[src/sac_pkg.sv]
// Constants, field layouts and types shared by the converter control block.
`default_nettype none
package sac_pkg;

    // ---------------------------------------------------------------
    // Register map
    // ---------------------------------------------------------------
    localparam logic [7:0] ADDR_RESULT = 8'h1E;
    localparam logic [7:0] ADDR_CTRL = 8'h1F;
    localparam logic [7:0] ADDR_CFG = 8'h9F;
    localparam logic [7:0] CTRL_RESET = 8'h00;
    localparam logic [2:0] CFG_RESET = 3'h0;
    localparam logic [7:0] RDATA_NONE = 8'h00;

    // ---------------------------------------------------------------
    // Modes and codes
    // ---------------------------------------------------------------
    localparam logic [1:0] CLK_DIV2 = 2'h0;
    localparam logic [1:0] CLK_DIV8 = 2'h1;
    localparam logic [1:0] CLK_DIV32 = 2'h2;
    localparam logic [1:0] CLK_RC = 2'h3;
    localparam logic [3:0] CCP_MODE_TRIG = 4'hB;

    // Half bit periods in system clocks for the divide-by-2 and divide-by-8 sources; divide-by-32 gives its last count.
    localparam logic [3:0] HALF_DIV2 = 4'h1;
    localparam logic [3:0] HALF_DIV8 = 4'h4;
    localparam logic [3:0] HALF_DIV32 = 4'hF;
    localparam logic [3:0] HALF_DIV32_LAST = 4'hF;
    // A conversion is 9.5 bit periods, that is 19 half periods.
    localparam logic [4:0] HALF_LAST = 5'h12;
    localparam logic [4:0] HALF_DECIDE_END = 5'h10;
    localparam logic [7:0] SAR_START = 8'h80;

    // ---------------------------------------------------------------
    // Types
    // ---------------------------------------------------------------
    typedef struct packed {
        logic [1:0] clk_sel;
        logic [2:0] chan;
        logic go;
        logic rsv;
        logic on;
    } sac_ctrl_t;

    typedef struct packed {
        logic [3:0] analog;
        logic ext_ref;
    } sac_pin_cfg_t;

    // Port configuration code to analog pin mask and reference source.
    function automatic sac_pin_cfg_t sac_decode_cfg(input logic [2:0] code);
        sac_pin_cfg_t r;
        case (code)
            3'h0: r = '{analog: 4'hF, ext_ref: 1'b0};
            3'h1: r = '{analog: 4'h7, ext_ref: 1'b1};
            3'h2: r = '{analog: 4'h3, ext_ref: 1'b0};
            3'h3: r = '{analog: 4'h3, ext_ref: 1'b1};
            3'h4: r = '{analog: 4'h1, ext_ref: 1'b0};
            3'h5: r = '{analog: 4'h1, ext_ref: 1'b1};
            default: r = '{analog: 4'h0, ext_ref: 1'b0};
        endcase
        return r;
    endfunction

endpackage
`default_nettype wire

[src/sac_adc_ctrl.sv]
// Top of the converter control block: registers, triggers and pin logic.
//
// Behaviour
// [RULE1] Convert held input to 8-bit by search.
// [RULE2] Three-bit channel code picks four inputs.
// [RULE3] Software selects supply or external reference.
// [RULE4] Clock select sets bit period source.
// [RULE5] Writing go starts; go reads busy.
// [RULE6] Done loads result, clears go, flags.
// [RULE7] Conversion lasts nine and half periods.
// [RULE8] Software keeps bit period above minimum.
// [RULE9] Hold capacitor disconnects at conversion start.
// [RULE10] Wait acquisition time before any start.
// [RULE11] Wait two periods before next acquisition.
// [RULE12] Enable module before setting go.
// [RULE13] Reset restores registers, aborts, powers off.
// [RULE14] Result register keeps value across reset.
// [RULE15] Trigger in mode 1011 sets go.
// [RULE16] Trigger ignored when off; timer reset.
// [RULE17] Sleep operation only on RC clock.
// [RULE18] Above 1 MHz, RC only for sleep.
// [RULE19] Analog pins read zero on port.
// [RULE20] Conversion ignores pin direction bits.
// [RULE21] Interrupt setup and flag clearing sequence.
// [RULE22] Off: no current, go writes ignored.
// [RULE23] Reserved channel codes select no input.
`timescale 1ns/1ps
`default_nettype none
module sac_adc_ctrl
    import sac_pkg::*;
(
    // Clock, reset, enable.
    input wire logic I_CLOCK,
    input wire logic I_RSTN,
    input wire logic I_CE,
    // Register port.
    input wire logic [7:0] I_ADDR,
    input wire logic [7:0] I_WDATA,
    input wire logic I_WR,
    input wire logic I_RD,
    output logic [7:0] O_RDATA,
    // Completion flag towards the interrupt flag register.
    output logic O_DONE_FLAG,
    input wire logic I_DONE_FLAG_CLR,
    // System context.
    input wire logic I_SLEEP,
    input wire logic I_RC_TICK,
    // Capture/compare special event.
    input wire logic [3:0] I_CCP_MODE,
    input wire logic I_SPECIAL_TRIG,
    output logic O_TMR1_RESET,
    // Analog front end.
    input wire logic I_CMP,
    output logic [7:0] O_DAC_TRIAL,
    output logic [1:0] O_CHAN,
    output logic O_CHAN_VALID,
    output logic O_REF_EXT,
    output logic O_HOLD_OPEN,
    output logic O_POWER_ON,
    // Port A data path.
    input wire logic [3:0] I_PORT_PINS,
    output logic [3:0] O_PORT_READ
);
    // ---------------------------------------------------------------
    // State
    // ---------------------------------------------------------------
    sac_ctrl_t ctrl_ff, nxt_ctrl;
    logic [2:0] cfg_ff, nxt_cfg;
    logic [7:0] result_ff, nxt_result;
    logic [7:0] rdata_ff, nxt_rdata;
    logic done_flag_ff, nxt_done_flag;
    logic tmr_rst_ff, nxt_tmr_rst;
    logic [3:0] port_rd_ff, nxt_port_rd;
    sac_ctrl_t wctrl;
    sac_pin_cfg_t pin_cfg;
    logic wr_ctrl, trig_hit, sw_start, start, abort;
    logic half_tick, busy, done;
    logic [7:0] code;

    assign wctrl = sac_ctrl_t'(I_WDATA);
    assign wr_ctrl = I_WR && (I_ADDR == ADDR_CTRL);
    assign pin_cfg = sac_decode_cfg(cfg_ff);

    // ---------------------------------------------------------------
    // Start, abort and trigger decode
    // ---------------------------------------------------------------
    // The module must already be on; a write that turns it on and sets go
    // together does not start, so acquisition always follows power up.
    // [RULE22] off blocks software start
    assign sw_start = wr_ctrl && wctrl.go && ctrl_ff.on && wctrl.on;
    // [RULE15] trigger starts when enabled
    assign trig_hit = I_SPECIAL_TRIG && (I_CCP_MODE == CCP_MODE_TRIG);
    assign start = !busy && (sw_start || (trig_hit && ctrl_ff.on));
    // Clearing go or power by software abandons the conversion.
    assign abort = busy && wr_ctrl && (!wctrl.go || !wctrl.on);

    // ---------------------------------------------------------------
    // Sub-blocks
    // ---------------------------------------------------------------
    // The tick counter idles at zero, so each conversion on a divided clock opens on a full half period.
    sac_tad_gen u_tad (
        .i_clk(I_CLOCK),
        .i_rstn(I_RSTN),
        .i_ce(I_CE),
        .i_run(busy),
        .i_clk_sel(ctrl_ff.clk_sel),
        .i_rc_tick(I_RC_TICK),
        .i_sleep(I_SLEEP),
        .o_half_tick(half_tick)
    );

    // The engine owns the trial word; the analog side compares against it.
    sac_sar_engine u_sar (
        .i_clk(I_CLOCK),
        .i_rstn(I_RSTN),
        .i_ce(I_CE),
        .i_start(start),
        .i_abort(abort),
        .i_half_tick(half_tick),
        .i_cmp(I_CMP),
        .o_busy(busy),
        .o_done(done),
        .o_code(code)
    );

    // ---------------------------------------------------------------
    // Register next values
    // ---------------------------------------------------------------
    always_comb begin
        nxt_ctrl = ctrl_ff;
        nxt_cfg = cfg_ff;
        nxt_result = result_ff;
        if (wr_ctrl) begin
            nxt_ctrl.clk_sel = wctrl.clk_sel;
            nxt_ctrl.chan = wctrl.chan;
            nxt_ctrl.on = wctrl.on;
            // [RULE5] go follows a software start
            nxt_ctrl.go = sw_start || (busy && !abort);
        end
        if (I_WR && I_ADDR == ADDR_CFG) begin
            nxt_cfg = I_WDATA[2:0];
        end
        if (I_WR && I_ADDR == ADDR_RESULT) begin
            nxt_result = I_WDATA;
        end
        // [RULE15] hardware trigger sets go
        if (start) begin
            nxt_ctrl.go = 1'b1;
        end
        // [RULE6] completion loads and clears go
        if (done) begin
            nxt_ctrl.go = 1'b0;
            nxt_result = code;
        end
        nxt_ctrl.rsv = 1'b0;
    end

    // [RULE13] reset restores control and aborts
    always_ff @(posedge I_CLOCK or negedge I_RSTN) begin
        if (!I_RSTN) begin
            ctrl_ff <= sac_ctrl_t'(CTRL_RESET);
            cfg_ff <= CFG_RESET;
        end else if (I_CE) begin
            ctrl_ff <= nxt_ctrl;
            cfg_ff <= nxt_cfg;
        end
    end

    // [RULE14] result has no reset term
    always_ff @(posedge I_CLOCK) begin
        if (I_CE) begin
            result_ff <= nxt_result;
        end
    end

    // ---------------------------------------------------------------
    // Read data, flag, timer reset and port view
    // ---------------------------------------------------------------
    // Unmapped addresses read zero, so a stray read never shows stale data.
    always_comb begin
        case (I_ADDR)
            ADDR_RESULT: nxt_rdata = result_ff;
            ADDR_CTRL: nxt_rdata = ctrl_ff;
            ADDR_CFG: nxt_rdata = {5'h00, cfg_ff};
            default: nxt_rdata = RDATA_NONE;
        endcase
        if (!I_RD) begin
            nxt_rdata = RDATA_NONE;
        end
        // Set wins over clear, so a completion in the clear cycle survives.
        nxt_done_flag = done || (done_flag_ff && !I_DONE_FLAG_CLR);
        // [RULE16] timer reset regardless of power
        nxt_tmr_rst = trig_hit;
        // [RULE19] analog pins read as zero
        // [RULE20] direction bits never gate conversion
        nxt_port_rd = I_PORT_PINS & ~pin_cfg.analog;
    end

    // Read data is zero outside the cycle after a read strobe.
    always_ff @(posedge I_CLOCK or negedge I_RSTN) begin
        if (!I_RSTN) begin
            rdata_ff <= RDATA_NONE;
            done_flag_ff <= 1'b0;
            tmr_rst_ff <= 1'b0;
            port_rd_ff <= 4'h0;
        end else if (I_CE) begin
            rdata_ff <= nxt_rdata;
            done_flag_ff <= nxt_done_flag;
            tmr_rst_ff <= nxt_tmr_rst;
            port_rd_ff <= nxt_port_rd;
        end
    end

    // ---------------------------------------------------------------
    // Outputs
    // ---------------------------------------------------------------
    assign O_RDATA = rdata_ff;
    assign O_DONE_FLAG = done_flag_ff;
    assign O_TMR1_RESET = tmr_rst_ff;
    assign O_PORT_READ = port_rd_ff;
    assign O_DAC_TRIAL = code;
    // [RULE2] low channel bits pick input
    assign O_CHAN = ctrl_ff.chan[1:0];
    // [RULE23] reserved codes select nothing
    assign O_CHAN_VALID = !ctrl_ff.chan[2];
    // [RULE3] reference from port configuration
    assign O_REF_EXT = pin_cfg.ext_ref;
    // [RULE9] hold capacitor open while converting
    assign O_HOLD_OPEN = busy;
    // [RULE22] analog bias only when on
    assign O_POWER_ON = ctrl_ff.on;
endmodule
`default_nettype wire

[src/sac_sar_engine.sv]
// Successive-approximation sequencer over nineteen half bit periods.
`timescale 1ns/1ps
`default_nettype none
module sac_sar_engine
    import sac_pkg::*;
(
    // Clock, reset, enable.
    input wire logic i_clk,
    input wire logic i_rstn,
    input wire logic i_ce,
    // Control.
    input wire logic i_start,
    input wire logic i_abort,
    input wire logic i_half_tick,
    input wire logic i_cmp,
    // Status and data.
    output logic o_busy,
    output logic o_done,
    output logic [7:0] o_code
);
    typedef enum logic {SAC_IDLE, SAC_CONV} sac_state_t;
    sac_state_t st_ff, nxt_st;
    logic [4:0] cnt_ff, nxt_cnt;
    logic [7:0] sar_ff, nxt_sar;
    logic [2:0] idx;

    // ---------------------------------------------------------------
    // Sequencer
    // ---------------------------------------------------------------
    // Odd half counts below sixteen decide bits seven down to zero.
    assign idx = 3'h7 - cnt_ff[3:1];

    // [RULE1] binary search on held value
    always_comb begin
        nxt_st = st_ff;
        nxt_cnt = cnt_ff;
        nxt_sar = sar_ff;
        o_done = 1'b0;
        case (st_ff)
            SAC_IDLE: begin
                if (i_start) begin
                    nxt_st = SAC_CONV;
                    nxt_cnt = 5'h00;
                    nxt_sar = SAR_START;
                end
            end
            SAC_CONV: begin
                if (i_abort) begin
                    nxt_st = SAC_IDLE;
                end else if (i_half_tick) begin
                    nxt_cnt = cnt_ff + 5'h01;
                    if (cnt_ff[0] && cnt_ff < HALF_DECIDE_END) begin
                        nxt_sar[idx] = i_cmp;
                        if (idx != 3'h0) begin
                            nxt_sar[idx - 3'h1] = 1'b1;
                        end
                    end
                    // [RULE7] done on nineteenth half period
                    if (cnt_ff == HALF_LAST) begin
                        nxt_st = SAC_IDLE;
                        o_done = 1'b1;
                    end
                end
            end
            default: nxt_st = SAC_IDLE;
        endcase
    end

    always_ff @(posedge i_clk or negedge i_rstn) begin
        if (!i_rstn) begin
            st_ff <= SAC_IDLE;
            cnt_ff <= 5'h00;
            sar_ff <= 8'h00;
        end else if (i_ce) begin
            st_ff <= nxt_st;
            cnt_ff <= nxt_cnt;
            sar_ff <= nxt_sar;
        end
    end

    assign o_busy = (st_ff == SAC_CONV);
    assign o_code = sar_ff;
endmodule
`default_nettype wire

[src/sac_tad_gen.sv]
// Half bit-period tick generator for the conversion clock.
`timescale 1ns/1ps
`default_nettype none
module sac_tad_gen
    import sac_pkg::*;
(
    // Clock, reset, enable.
    input wire logic i_clk,
    input wire logic i_rstn,
    input wire logic i_ce,
    // Control.
    input wire logic i_run,
    input wire logic [1:0] i_clk_sel,
    input wire logic i_rc_tick,
    input wire logic i_sleep,
    // Tick out.
    output logic o_half_tick
);
    logic [3:0] cnt_ff, nxt_cnt;
    logic [3:0] lim;
    logic osc_run;

    // ---------------------------------------------------------------
    // Divider
    // ---------------------------------------------------------------
    // [RULE17] sleep stops divided sources
    assign osc_run = i_run && !i_sleep && (i_clk_sel != CLK_RC);

    // [RULE4] divisor per clock select
    always_comb begin
        case (i_clk_sel)
            CLK_DIV2: lim = HALF_DIV2 - 4'h1;
            CLK_DIV8: lim = HALF_DIV8 - 4'h1;
            default: lim = HALF_DIV32_LAST;
        endcase
        nxt_cnt = cnt_ff;
        if (!osc_run) begin
            nxt_cnt = 4'h0;
        end else if (cnt_ff == lim) begin
            nxt_cnt = 4'h0;
        end else begin
            nxt_cnt = cnt_ff + 4'h1;
        end
        if (i_clk_sel == CLK_RC) begin
            o_half_tick = i_run && i_rc_tick;
        end else begin
            o_half_tick = osc_run && (cnt_ff == lim);
        end
    end

    // The sixteen-clock half period needs the top count; other modes wrap early.
    always_ff @(posedge i_clk or negedge i_rstn) begin
        if (!i_rstn) begin
            cnt_ff <= 4'h0;
        end else if (i_ce) begin
            cnt_ff <= nxt_cnt;
        end
    end
endmodule
`default_nettype wire
[config.mk]
export PLATFORM = sky130hd
export DESIGN_NAME = sac_adc_ctrl
export DESIGN_NICKNAME = d
export VERILOG_FILES = /design/src/sac_pkg.sv /design/src/sac_adc_ctrl.sv /design/src/sac_sar_engine.sv /design/src/sac_tad_gen.sv
export SDC_FILE = /design/constraint.sdc
export NUM_CORES = 1
export LEC_CHECK = 0
export BUFFER_PORTS_ARGS = -buffer_cell sky130_fd_sc_hd__buf_2
export CORE_MARGIN = 2
export CORE_UTILIZATION = 58
export DETAILED_ROUTE_END_ITERATION = 16
export GPL_ROUTABILITY_DRIVEN = 0
export GPL_TIMING_DRIVEN = 0
export PLACE_DENSITY_LB_ADDON = 0.25
export SETUP_SLACK_MARGIN = 0.15
export SYNTH_ARGS = -nofsm -noshare
export SYNTH_HDL_FRONTEND = slang
export SYNTH_SLANG_ARGS = --single-unit
[constraint.sdc]
create_clock -name I_CLOCK -period 3.84 [get_ports I_CLOCK]
set_input_delay 0.768 -clock I_CLOCK [delete_from_list [all_inputs] [get_ports I_CLOCK]]
set_output_delay 0.768 -clock I_CLOCK [all_outputs]
set_load 0.02 [all_outputs]
==> results of run 1 <==
area by class of cell:
| type | count | area [um2] |
|---|---|---|
| multi-input cells | 189 | 1380 |
| inverters | 13 | 48.8 |
| clock inverters | 3 | 43.8 |
| plain buffers | 15 | 71.3 |
| repair buffers | 59 | 295 |
| flip-flops and latches | 50 | 1290 |
| fillers | 363 | 1430 |
| well taps | 54 | 67.6 |
| clock buffers | 5 | 68.8 |
power by group:
group	switching, mW	internal [mW]	total [mW]
logic	0.306	0.183	0.489
clock network	0.180	0.195	0.376
registers	0.0579	0.581	0.639
total	0.544	0.960	1.50
cells in the final DEF, fill, tap and decap left out, types with 2 or more instances in the layout:
| cell type | netlist | layout |
|---|---|---|
| a21boi_0 | 2 | 2 |
| a21oi_1 | 9 | 9 |
| a22o_1 | 8 | 8 |
| a22oi_1 | 2 | 2 |
| a31oi_1 | 4 | 4 |
| a41oi_1 | 2 | 2 |
| and3_1 | 3 | 3 |
| buf_2 | 0 | 59 |
| buf_4 | 2 | 2 |
| clkbuf_1 | 11 | 11 |
| clkbuf_8 | 0 | 5 |
| dfrtp_1 | 42 | 42 |
| edfxtp_1 | 8 | 8 |
| ha_1 | 5 | 5 |
| inv_1 | 13 | 13 |
| mux2_2 | 12 | 12 |
| mux2_4 | 7 | 7 |
| mux2i_1 | 6 | 6 |
| nand2_1 | 15 | 15 |
| nand2b_1 | 7 | 7 |
| nand3_1 | 7 | 7 |
| nand4_1 | 5 | 5 |
| nor2_1 | 9 | 9 |
| nor2b_1 | 3 | 3 |
| nor3_1 | 9 | 9 |
| o211ai_1 | 2 | 2 |
| o21ai_0 | 28 | 28 |
| o21ai_1 | 4 | 4 |
| o2bb2ai_1 | 10 | 10 |
| o31ai_1 | 4 | 4 |
| o41ai_1 | 2 | 2 |
| or3_1 | 2 | 2 |
metrics by stage:
stage | setup WS, ps | hold slack, ps | power [mW] | util | std cells
3_3_place_gp | 847 | 466 | 1.12 | 0.672 | 380
2_1_floorplan | 1180 | 472 | 0.989 | - | 267
6_report | 1160 | 489 | 1.50 | 0.696 | 388
3_5_place_dp | 820 | 471 | 1.13 | 0.672 | 380
4_1_cts | 1150 | 494 | 1.50 | 0.696 | 388
5_1_grt | 1090 | 518 | 1.60 | 0.696 | 388
flip-flops by register name, indices dropped and copies added, names as in the netlist:
register,cells
ctrl_ff,4
u_sar.o_code,8
O_CHAN,2
u_tad.cnt_ff,4
O_PORT_READ,4
O_DONE_FLAG,1
O_RDATA,8
cfg_ff,3
O_POWER_ON,1
O_TMR1_RESET,1
result_ff,8
u_sar.cnt_ff,5
u_sar.o_busy,1
worst max-delay path, stage by stage:
cell and delay [ps]:
buf_2 100, nand2b_1 140, or4b_4 510, o221ai_4 140, nand4_4 140, nor3b_2 270, buf_6 220, o21a_1 360
cells by family after synthesis:
| group | count (synthesis) | synth area share |
|---|---|---|
| flip-flops | 50 | 0.463 |
| AND/OR/NAND/NOR | 72 | 0.149 |
| adder cells (fa/ha/maj) | 5 | 0.0224 |
| buffers and inverters | 28 | 0.0431 |
| multiplexers | 25 | 0.108 |
| AO/OA/AOI/OAI | 87 | 0.214 |
final timing paths:
kind	to	slack, ps	depth (start not counted)
worst max-delay path	result_ff[5]	1160	8
worst min-delay path	O_RDATA[7]	490	1
worst max register to register	result_ff[5]	1220	7
worst min register to register	O_RDATA[7]	490	1
max in group asynchronous	O_CHAN[1]	2690	1
min in group asynchronous	O_PORT_READ[2]	580	1
metal layers:
layer,vias to the layer above,track usage
met1,1160,0.339
met5,-,0
met4,0,0.0808
li1,1139,-
met3,7,0.0453
met2,71,0.429
==> qor.yml, run 1 <==
sta:
  tightestPinTransition_ps: 909
  finalHoldViolCount: 0
  period_needed_ps: 2680
  rsz0062_at_grt: "false"
  setup_violations: 0
  final.setup.tns_ps: 0
  post-route-period-util: 0.697
  slew_viol_final: 0
  slew_headroom: 0.394
  fmax_mhz: 373
  fin_skew_ps: 7.40
routing:
  firstDrtPassIters: 4
  vias: 2377
  wl_met3_um: 290
  drc: 0
  drt_iter0_markers: 169
  totalWireLength_um: 6390
  postRouteAntennaNets: 0
  maxUsedRoutingLayer: "met4"
  wire_per_inst_um: 16.5
  viasPerCell: 6.13
  drt-met1-wl_um: 2770
  wl_met2_um: 3260
hold_path:
  worstHoldStart: "O_RDATA[7]"
  holdCritPathClass: "register to register"
place:
  hpwl_um: 4840
  port_buffers: 59
  placed_area_um2: 3150
die:
  die_area_um2: 5380
  rows: 25
  die_h_um: 73.3
  start_util: 0.594
  pin_count: 62
  chipWidth_um: 73.3
  coreArea_um2: 4690
synth:
  yosysTopAreaCellShare: 0.377
  synth_edf_count: 8
  synthArstFlopShare: 0.840
  synth_common_cells: "dfrtp_1, o21ai_0, nand2_1"
  synth_most_common_cell: "dfrtp_1"
  synth_top_flop_cell: "dfrtp_1"
  avgSynthCellArea_um2: 10.4
  synth-seq-area-share: 0.463
  syn_nets: 306
  synth_area_leaders: "dfrtp_1, edfxtp_1, o21ai_0, mux2_2, mux2_4"
  yosysWarnings: 0
  synthCells: 267
  synth_area_um2: 2790
  ys_seq_elements: 50
  synth_area_leader_cell: "dfrtp_1"
  ys_types: 54
global_route:
  grt_usage: 0.256
  grt_antenna_before_repair: 0
  grt_pass1_vias: 2296
  grt_pass1_wl_um: 10600
  grt_max_degree: 43
  grt_overflow: 0
clock_network:
  clk_pin_slew_ps: 90
  cts_resized: 0
  clk_latency_ps: 310
  clockBufferDepth: 2
  clock-root-buffer: "clkbuf_8"
  htree_levels: 2
  tritoncts: "built"
  cts_sinks: 50
  cts.hold.buffers_added: 0
  cts_setup_buffers: 0
  numCtsBuffers: 5
critical_path:
  endpoint_kind: "register"
  reg2reg_from: "u_tad.cnt_ff[0]"
  cp.required_ps: 3820
  worstSetupStartpointType: "input port"
  cp.arrival_ps: 2650
  cp_max_fo: 10
  crit_start: "I_SLEEP"
  worst-setup-path-type: "input port to register"
finish:
  insertedDiodeCount: 0
  stdcell_area_um2: 3260
  syn2layout_area_growth_pct: 17.0
  nets: 372
  drive_above_1_share: 0.284
pwr:
  leakage_nw: 1.45
  powerDensity_nw_per_um2: 461
  ir_worst_vdd_mv: 0.404
run:
  cap_viol_max_count: 0
outcome:
  status: "complete, no violations"
Power figures use the tool's default switching activity.
==> run 2: changes to the inputs <==
Settings changed: ABC_AREA set to 1, CORE_UTILIZATION 58 to 49.
Clock period 3.84 ns to 2.3 ns, I/O delays scaled along.
==> run 2 against run 1 <==
Area after synthesis rose by 3.5%. Clock power rose by 55%. Highest routed layer unchanged. Die area rose by 21%.
==> qor.yml, run 2 <==
clock_network:
  numCtsBuffers: 5  # unchanged
  cts_resized: 0  # unchanged
  cts_setup_buffers: 0  # unchanged
  cts.hold.buffers_added: 0  # unchanged
  clockBufferDepth: 2  # unchanged
  tritoncts: "built"
  cts_sinks: 50  # unchanged
  htree_levels: 2  # unchanged
  clk_latency_ps: 300  # about the same
  clk_pin_slew_ps: 90  # about the same
  clock-root-buffer: "clkbuf_8"
critical_path:
  cp_max_fo: 9  # -1
  reg2reg_from: "u_sar.cnt_ff[1]"
  worstSetupStartpointType: "register"
  endpoint_kind: "register"
  cp.arrival_ps: 1850  # -800 ps
  r2r.worst_path.cells: 7  # unchanged
  worst-setup-path-type: "register to register"
  crit_end: "result_ff[1]"
  r2r-end: "result_ff[1]"
  crit_start: "u_sar.cnt_ff[1]"
  r2r_slack_ps: 410  # -810 ps
  cp.required_ps: 2260  # -1560 ps
run:
  cap_viol_max_count: 0  # unchanged
pwr:
  p_int_mw: 1.42  # +48%
  p_sw_mw: 0.715  # +31%
  ir_worst_vdd_mv: 0.381  # -5.7%
  combPwrFrac: 0.238  # -0.087
  clkPwrFrac: 0.272  # +0.022
  seq_power_share: 0.489  # +0.064
  leakage_nw: 1.79  # +23%
  powerDensity_nw_per_um2: 631  # +37%
  p_sw_frac: 0.335  # -0.0271
finish:
  area.sequential_um2: 1290  # unchanged
  post-route-util: 0.604  # -0.0915
  final_common_cell: "nand2_1"
  drive_above_1_share: 0.223  # -0.0612
  multi_input_comb_area_um2: 1380  # about the same
  stdcell_area_um2: 3390  # +3.8%
  nets: 486  # +31%
  fillCellCount: 543  # +50%
  insertedDiodeCount: 0  # unchanged
  syn2layout_area_growth_pct: 17.4
  layout_common_cells: "nand2_1, buf_2, dfrtp_1, o21ai_0, inv_1"
routing:
  totalWireLength_um: 6570  # +2.8%
  firstDrtPassIters: 4  # unchanged
  wire_per_inst_um: 12.6  # -23%
  drt_iter0_markers: 131  # -22%
  vias: 2634  # +11%
  postRouteAntennaNets: 0  # unchanged
  viasPerCell: 5.07  # -17%
  drc: 0  # unchanged
global_route:
  grt_overflow: 0  # unchanged
  grt_max_degree: 43  # unchanged
  grt_usage: 0.215  # -0.0414
  grt_pass1_vias: 2506  # +9.1%
  grt_pass1_wl_um: 11000  # +3.2%
  grt_antenna_before_repair: 0  # unchanged
sta:
  period_needed_ps: 1890
  fin_skew_ps: 7.18  # -0.226 ps
  finalHoldViolCount: 0  # unchanged
  slew_viol_final: 0  # unchanged
  rsz0062_at_grt: "false"
  final.setup.tns_ps: 0  # unchanged
  tightestPinTransition_ps: 936  # +27.1 ps
  fmax_mhz: 530
  setup_violations: 0  # unchanged
  slew_headroom: 0.376  # -0.0180
  whs_ps: 292  # -197 ps
  post-route-period-util: 0.820
synth:
  ys_seq_elements: 50  # unchanged
  synthArstFlopShare: 0.840  # unchanged
  synth_area_um2: 2890  # +3.5%
  ys_types: 35  # -35%
  synth_most_common_cell: "nand2_1"
  avgSynthCellArea_um2: 7.60  # -27%
  synth-seq-area-share: 0.447  # -0.0157
  synth_edf_count: 8  # unchanged
  synth_area_leaders: "dfrtp_1, nand2_1, edfxtp_1, o21ai_0, nand3_1"
  yosysTopAreaCellShare: 0.364  # -0.0127
  synth_top_flop_cell: "dfrtp_1"
  synthCells: 380  # +42%
  synth_area_leader_cell: "dfrtp_1"
  syn_nets: 419  # +37%
  yosysWarnings: 0  # unchanged
  synth_common_cells: "nand2_1, dfrtp_1, o21ai_0"
outcome:
  status: "complete, no violations"
die:
  chipWidth_um: 80.8  # +10%
  die_h_um: 80.8  # +10%
  die_area_um2: 6520  # +21%
  pin_count: 62  # unchanged
  start_util: 0.515  # -0.0797
  rows: 27  # +8.0%
  coreArea_um2: 5610  # +20%
place:
  hpwl_um: 5050  # +4.4%
  port_buffers: 60  # +1.7%
  placed_area_um2: 3280  # +4.0%
hold_path:
  holdCritPathClass: "input port to asynchronous set/reset pin"
-- run 2: worst min-delay path by stage --
stage | slack (ps) | endpoint | startpoint | cells after the start
after floorplan | 160 | O_CHAN[0] | I_RSTN | 0
after global placement | 460 | O_PORT_READ[1] | O_PORT_READ[1] | 2
after detailed placement | 460 | O_RDATA[5] | O_RDATA[5] | 2
after CTS | 330 | O_PORT_READ[1] | I_RSTN | 1
after global routing | 370 | O_PORT_READ[3] | I_RSTN | 1
final | 290 | O_PORT_READ[3] | I_RSTN | 1
-- run 2: kinds of logic (layout without fill, tap and decap cells) --
kind of cell               count (synthesis)  count (layout)  share of synthesized area
and+or+nand+nor                          216             216                      0.333
AOI/OAI and AO/OA                         56              56                      0.104
DFF                                       50              50                      0.447
buffers and inverters                     48             116                     0.0763
adders and majority gates                  5               5                     0.0217
xor gates and xnor gates                   5               5                     0.0178
-- run 2: worst max-delay path, stage by stage, from the launching register on --
cell     delay (ps)
dfrtp_1         510
ha_1            200
nand2_1          50
nor2_1          200
nand2_4         120
nor2_4          120
nand2_1         120
o21ai_2         220
-- run 2: stage by stage --
step,worst slack [ps],instances,total power [mW]
floorplan,372,380,1.40
global placement,119,512,1.56
detailed placement,63.6,512,1.57
CTS,172,520,2.16
global route,310,520,2.28
finish,414,520,2.14
-- run 2: power groups by stage --
stage / registers (mW) / logic [mW] / clock network (mW)
floorplan: 1.09 / 0.303 / 0
global placement: 1.06 / 0.501 / 0
detailed placement: 1.06 / 0.510 / 0
CTS: 1.05 / 0.513 / 0.599
global route: 1.06 / 0.580 / 0.636
finish: 1.05 / 0.509 / 0.582
-- run 2: layout make-up --
cell class	count	area share
clock inverters	2	0.00406
inverters	35	0.0395
multi-input cells	282	0.407
plain buffers	13	0.0255
clock buffers	6	0.0277
repair buffers	60	0.0886
well taps	72	0.0266
flip-flops and latches	50	0.381
-- run 2: per-layer routing --
metal | track usage | vias to the layer above | share of wire
li1 | - | 1361 | -
met1 | 0.256 | 1217 | 0.43
met2 | 0.401 | 48 | 0.52
met3 | 0.0389 | 8 | 0.044
met4 | 0.0508 | 0 | 0.0090
met5 | 0 | - | 0
==> run 3: changes to the inputs <==
Settings changed: CORE_UTILIZATION 49 to 55.
Clock period 2.3 ns to 1.95 ns, I/O delays scaled along.
==> run 3 against run 2 <==
Via count up 3.0%. Worst setup slack worse by 200 ps. Routed wire length up 2.6%. Cell area up 2.5%. Maximum frequency up 8.4%.
==> qor.yml, run 3 (same netlist as run 2, synthesis figures left out) <==
outcome:
  status: "complete, no violations"
die:
  start_util: 0.569  # +0.0541
  pin_count: 62  # unchanged
  chipWidth_um: 76.4  # -5.3%
  die_h_um: 76.4  # -5.3%
  rows: 26  # -3.7%
  coreArea_um2: 5070  # -9.5%
  die_area_um2: 5840  # -10%
critical_path:
  r2r-end: "result_ff[2]"
  cp.required_ps: 1930  # -330 ps
  cp_max_fo: 8  # -1
  cp.arrival_ps: 1720  # -130 ps
  reg2reg_from: "u_tad.cnt_ff[1]"
  r2r.worst_path.cells: 9  # +2
  r2r_slack_ps: 210  # -200 ps
  worst-setup-path-type: "register to register"
  worstSetupStartpointType: "register"
  endpoint_kind: "register"
clock_network:
  clockBufferDepth: 2  # unchanged
  htree_levels: 2  # unchanged
  clk_pin_slew_ps: 90  # about the same
  numCtsBuffers: 5  # unchanged
  cts_sinks: 50  # unchanged
  tritoncts: "built"
  clock-root-buffer: "clkbuf_8"
  clk_latency_ps: 300  # about the same
  cts.hold.buffers_added: 0  # unchanged
finish:
  post-route-util: 0.684  # +0.0802
  stdcell_count: 526  # +1.2%
  drive_above_1_share: 0.263  # +0.0399
  final_common_cell: "nand2_1"
  layout_common_cells: "nand2_1, buf_2, dfrtp_1, o21ai_0, nand3_1"
  insertedDiodeCount: 0  # unchanged
  nets: 494  # +1.6%
  syn2layout_area_growth_pct: 20.3
run:
  cap_viol_max_count: 0  # unchanged
sta:
  finalHoldViolCount: 0  # unchanged
  fin_skew_ps: 5.33  # -1.85 ps
  post-route-period-util: 0.892  # +0.0726
  period_needed_ps: 1740  # -145 ps
  rsz0062_at_grt: "false"
  slew_viol_final: 0  # unchanged
  slew_headroom: 0.366  # -0.00936
  tightestPinTransition_ps: 950  # +14.0 ps
  fmax_mhz: 575  # +8.4%
  setup_violations: 0  # unchanged
  final.setup.tns_ps: 0  # unchanged
hold_path:
  holdCritPathClass: "input port to asynchronous set/reset pin"
pwr:
  power_mw: 2.54  # +19%
  ir_worst_vdd_mv: 0.484  # +27%
  powerDensity_nw_per_um2: 731  # +16%
  leakage_nw: 1.82  # +2.2%
global_route:
  grt_pass1_wl_um: 11700  # +6.2%
  grt_overflow: 0  # unchanged
  grt_antenna_before_repair: 0  # unchanged
  grt_max_degree: 43  # unchanged
  grt_usage: 0.245  # +0.0298
  grt_pass1_vias: 2663  # +6.3%
routing:
  wire_per_inst_um: 12.8  # +1.4%
  drc: 0  # unchanged
  firstDrtPassIters: 5  # +1
  totalWireLength_um: 6740  # +2.6%
  vias: 2713  # +3.0%
  postRouteAntennaNets: 0  # unchanged
  viasPerCell: 5.16  # +1.8%
  drt_iter0_markers: 119  # -9.2%
place:
  hpwl_um: 5000  # -0.99%
  place_inst: 510  # -0.39%
  port_buffers: 60  # unchanged
## run 3: changes by cell type in the layout (fill, tap and decap cells not counted), moves of 3 or more
cell     delta
nand2_1     -4
inv_1       -4
inv_2       +4
buf_4       +8
nand2_2     +3
## run 3: critical path, cell delays in order (launching register included)
cell and delay [ps]:
dfrtp_1 440, nor2_2 150, nand2_1 80, nand2_2 80
nand3_2 100, nand2_2 110, nand2_4 70, nor2_4 160
nand2_4 80, o21ai_4 150
## run 3: how the worst max path moves through the flow
| stage | endpoint | slack [ps] | start |
|---|---|---|---|
| 2_1_floorplan | result_ff[0] | 210 | u_sar.o_busy |
| 3_3_place_gp | result_ff[5] | 80 | I_SLEEP |
| 3_5_place_dp | result_ff[3] | 60 | I_SLEEP |
| 4_1_cts | result_ff[2] | 190 | u_sar.o_busy |
| 5_1_grt | result_ff[2] | 110 | u_tad.cnt_ff[1] |
| 6_report | result_ff[2] | 210 | u_tad.cnt_ff[1] |
## run 3: routing by layer
layer,share of wire,track usage
met1,0.41,0.294
met4,0.019,0.0764
met3,0.048,0.0379
met2,0.52,0.448
met5,0,0
## run 3: layout make-up
| cell class | count | area [um2] |
|---|---|---|
| Inverter | 35 | 134 |
| Tap cell | 70 | 87.6 |
| Timing Repair Buffer | 68 | 360 |
| Fill cell | 454 | 1600 |
| Buffer | 13 | 86.3 |
| Clock inverter | 1 | 8.76 |
| Sequential cell | 50 | 1290 |
| Multi-Input combinational cell | 282 | 1410 |
| Clock buffer | 7 | 96.3 |
## run 3: power breakdown
| part | internal, mW | switching [mW] |
|---|---|---|
| Sequential | 1.14 | 0.0992 |
| Combinational | 0.225 | 0.406 |
| Clock | 0.326 | 0.344 |
| Total | 1.69 | 0.850 |
## run 3: stage by stage
stage	hold slack, ps	cell area, um2	setup slack, ps
after floorplan	94.4	2890	211
after global placement	458	3280	81.4
after detailed placement	461	3280	59.6
after CTS	260	3400	193
after global routing	303	3470	109
final	225	3470	210
## run 3: timing repair
action                                  4_1_cts  5_1_grt
gates resized for setup                       4       10
endpoints found under the setup margin        8        9
gates cloned                                  0        0
setup buffers                                 0        8
pin swaps                                     0        8
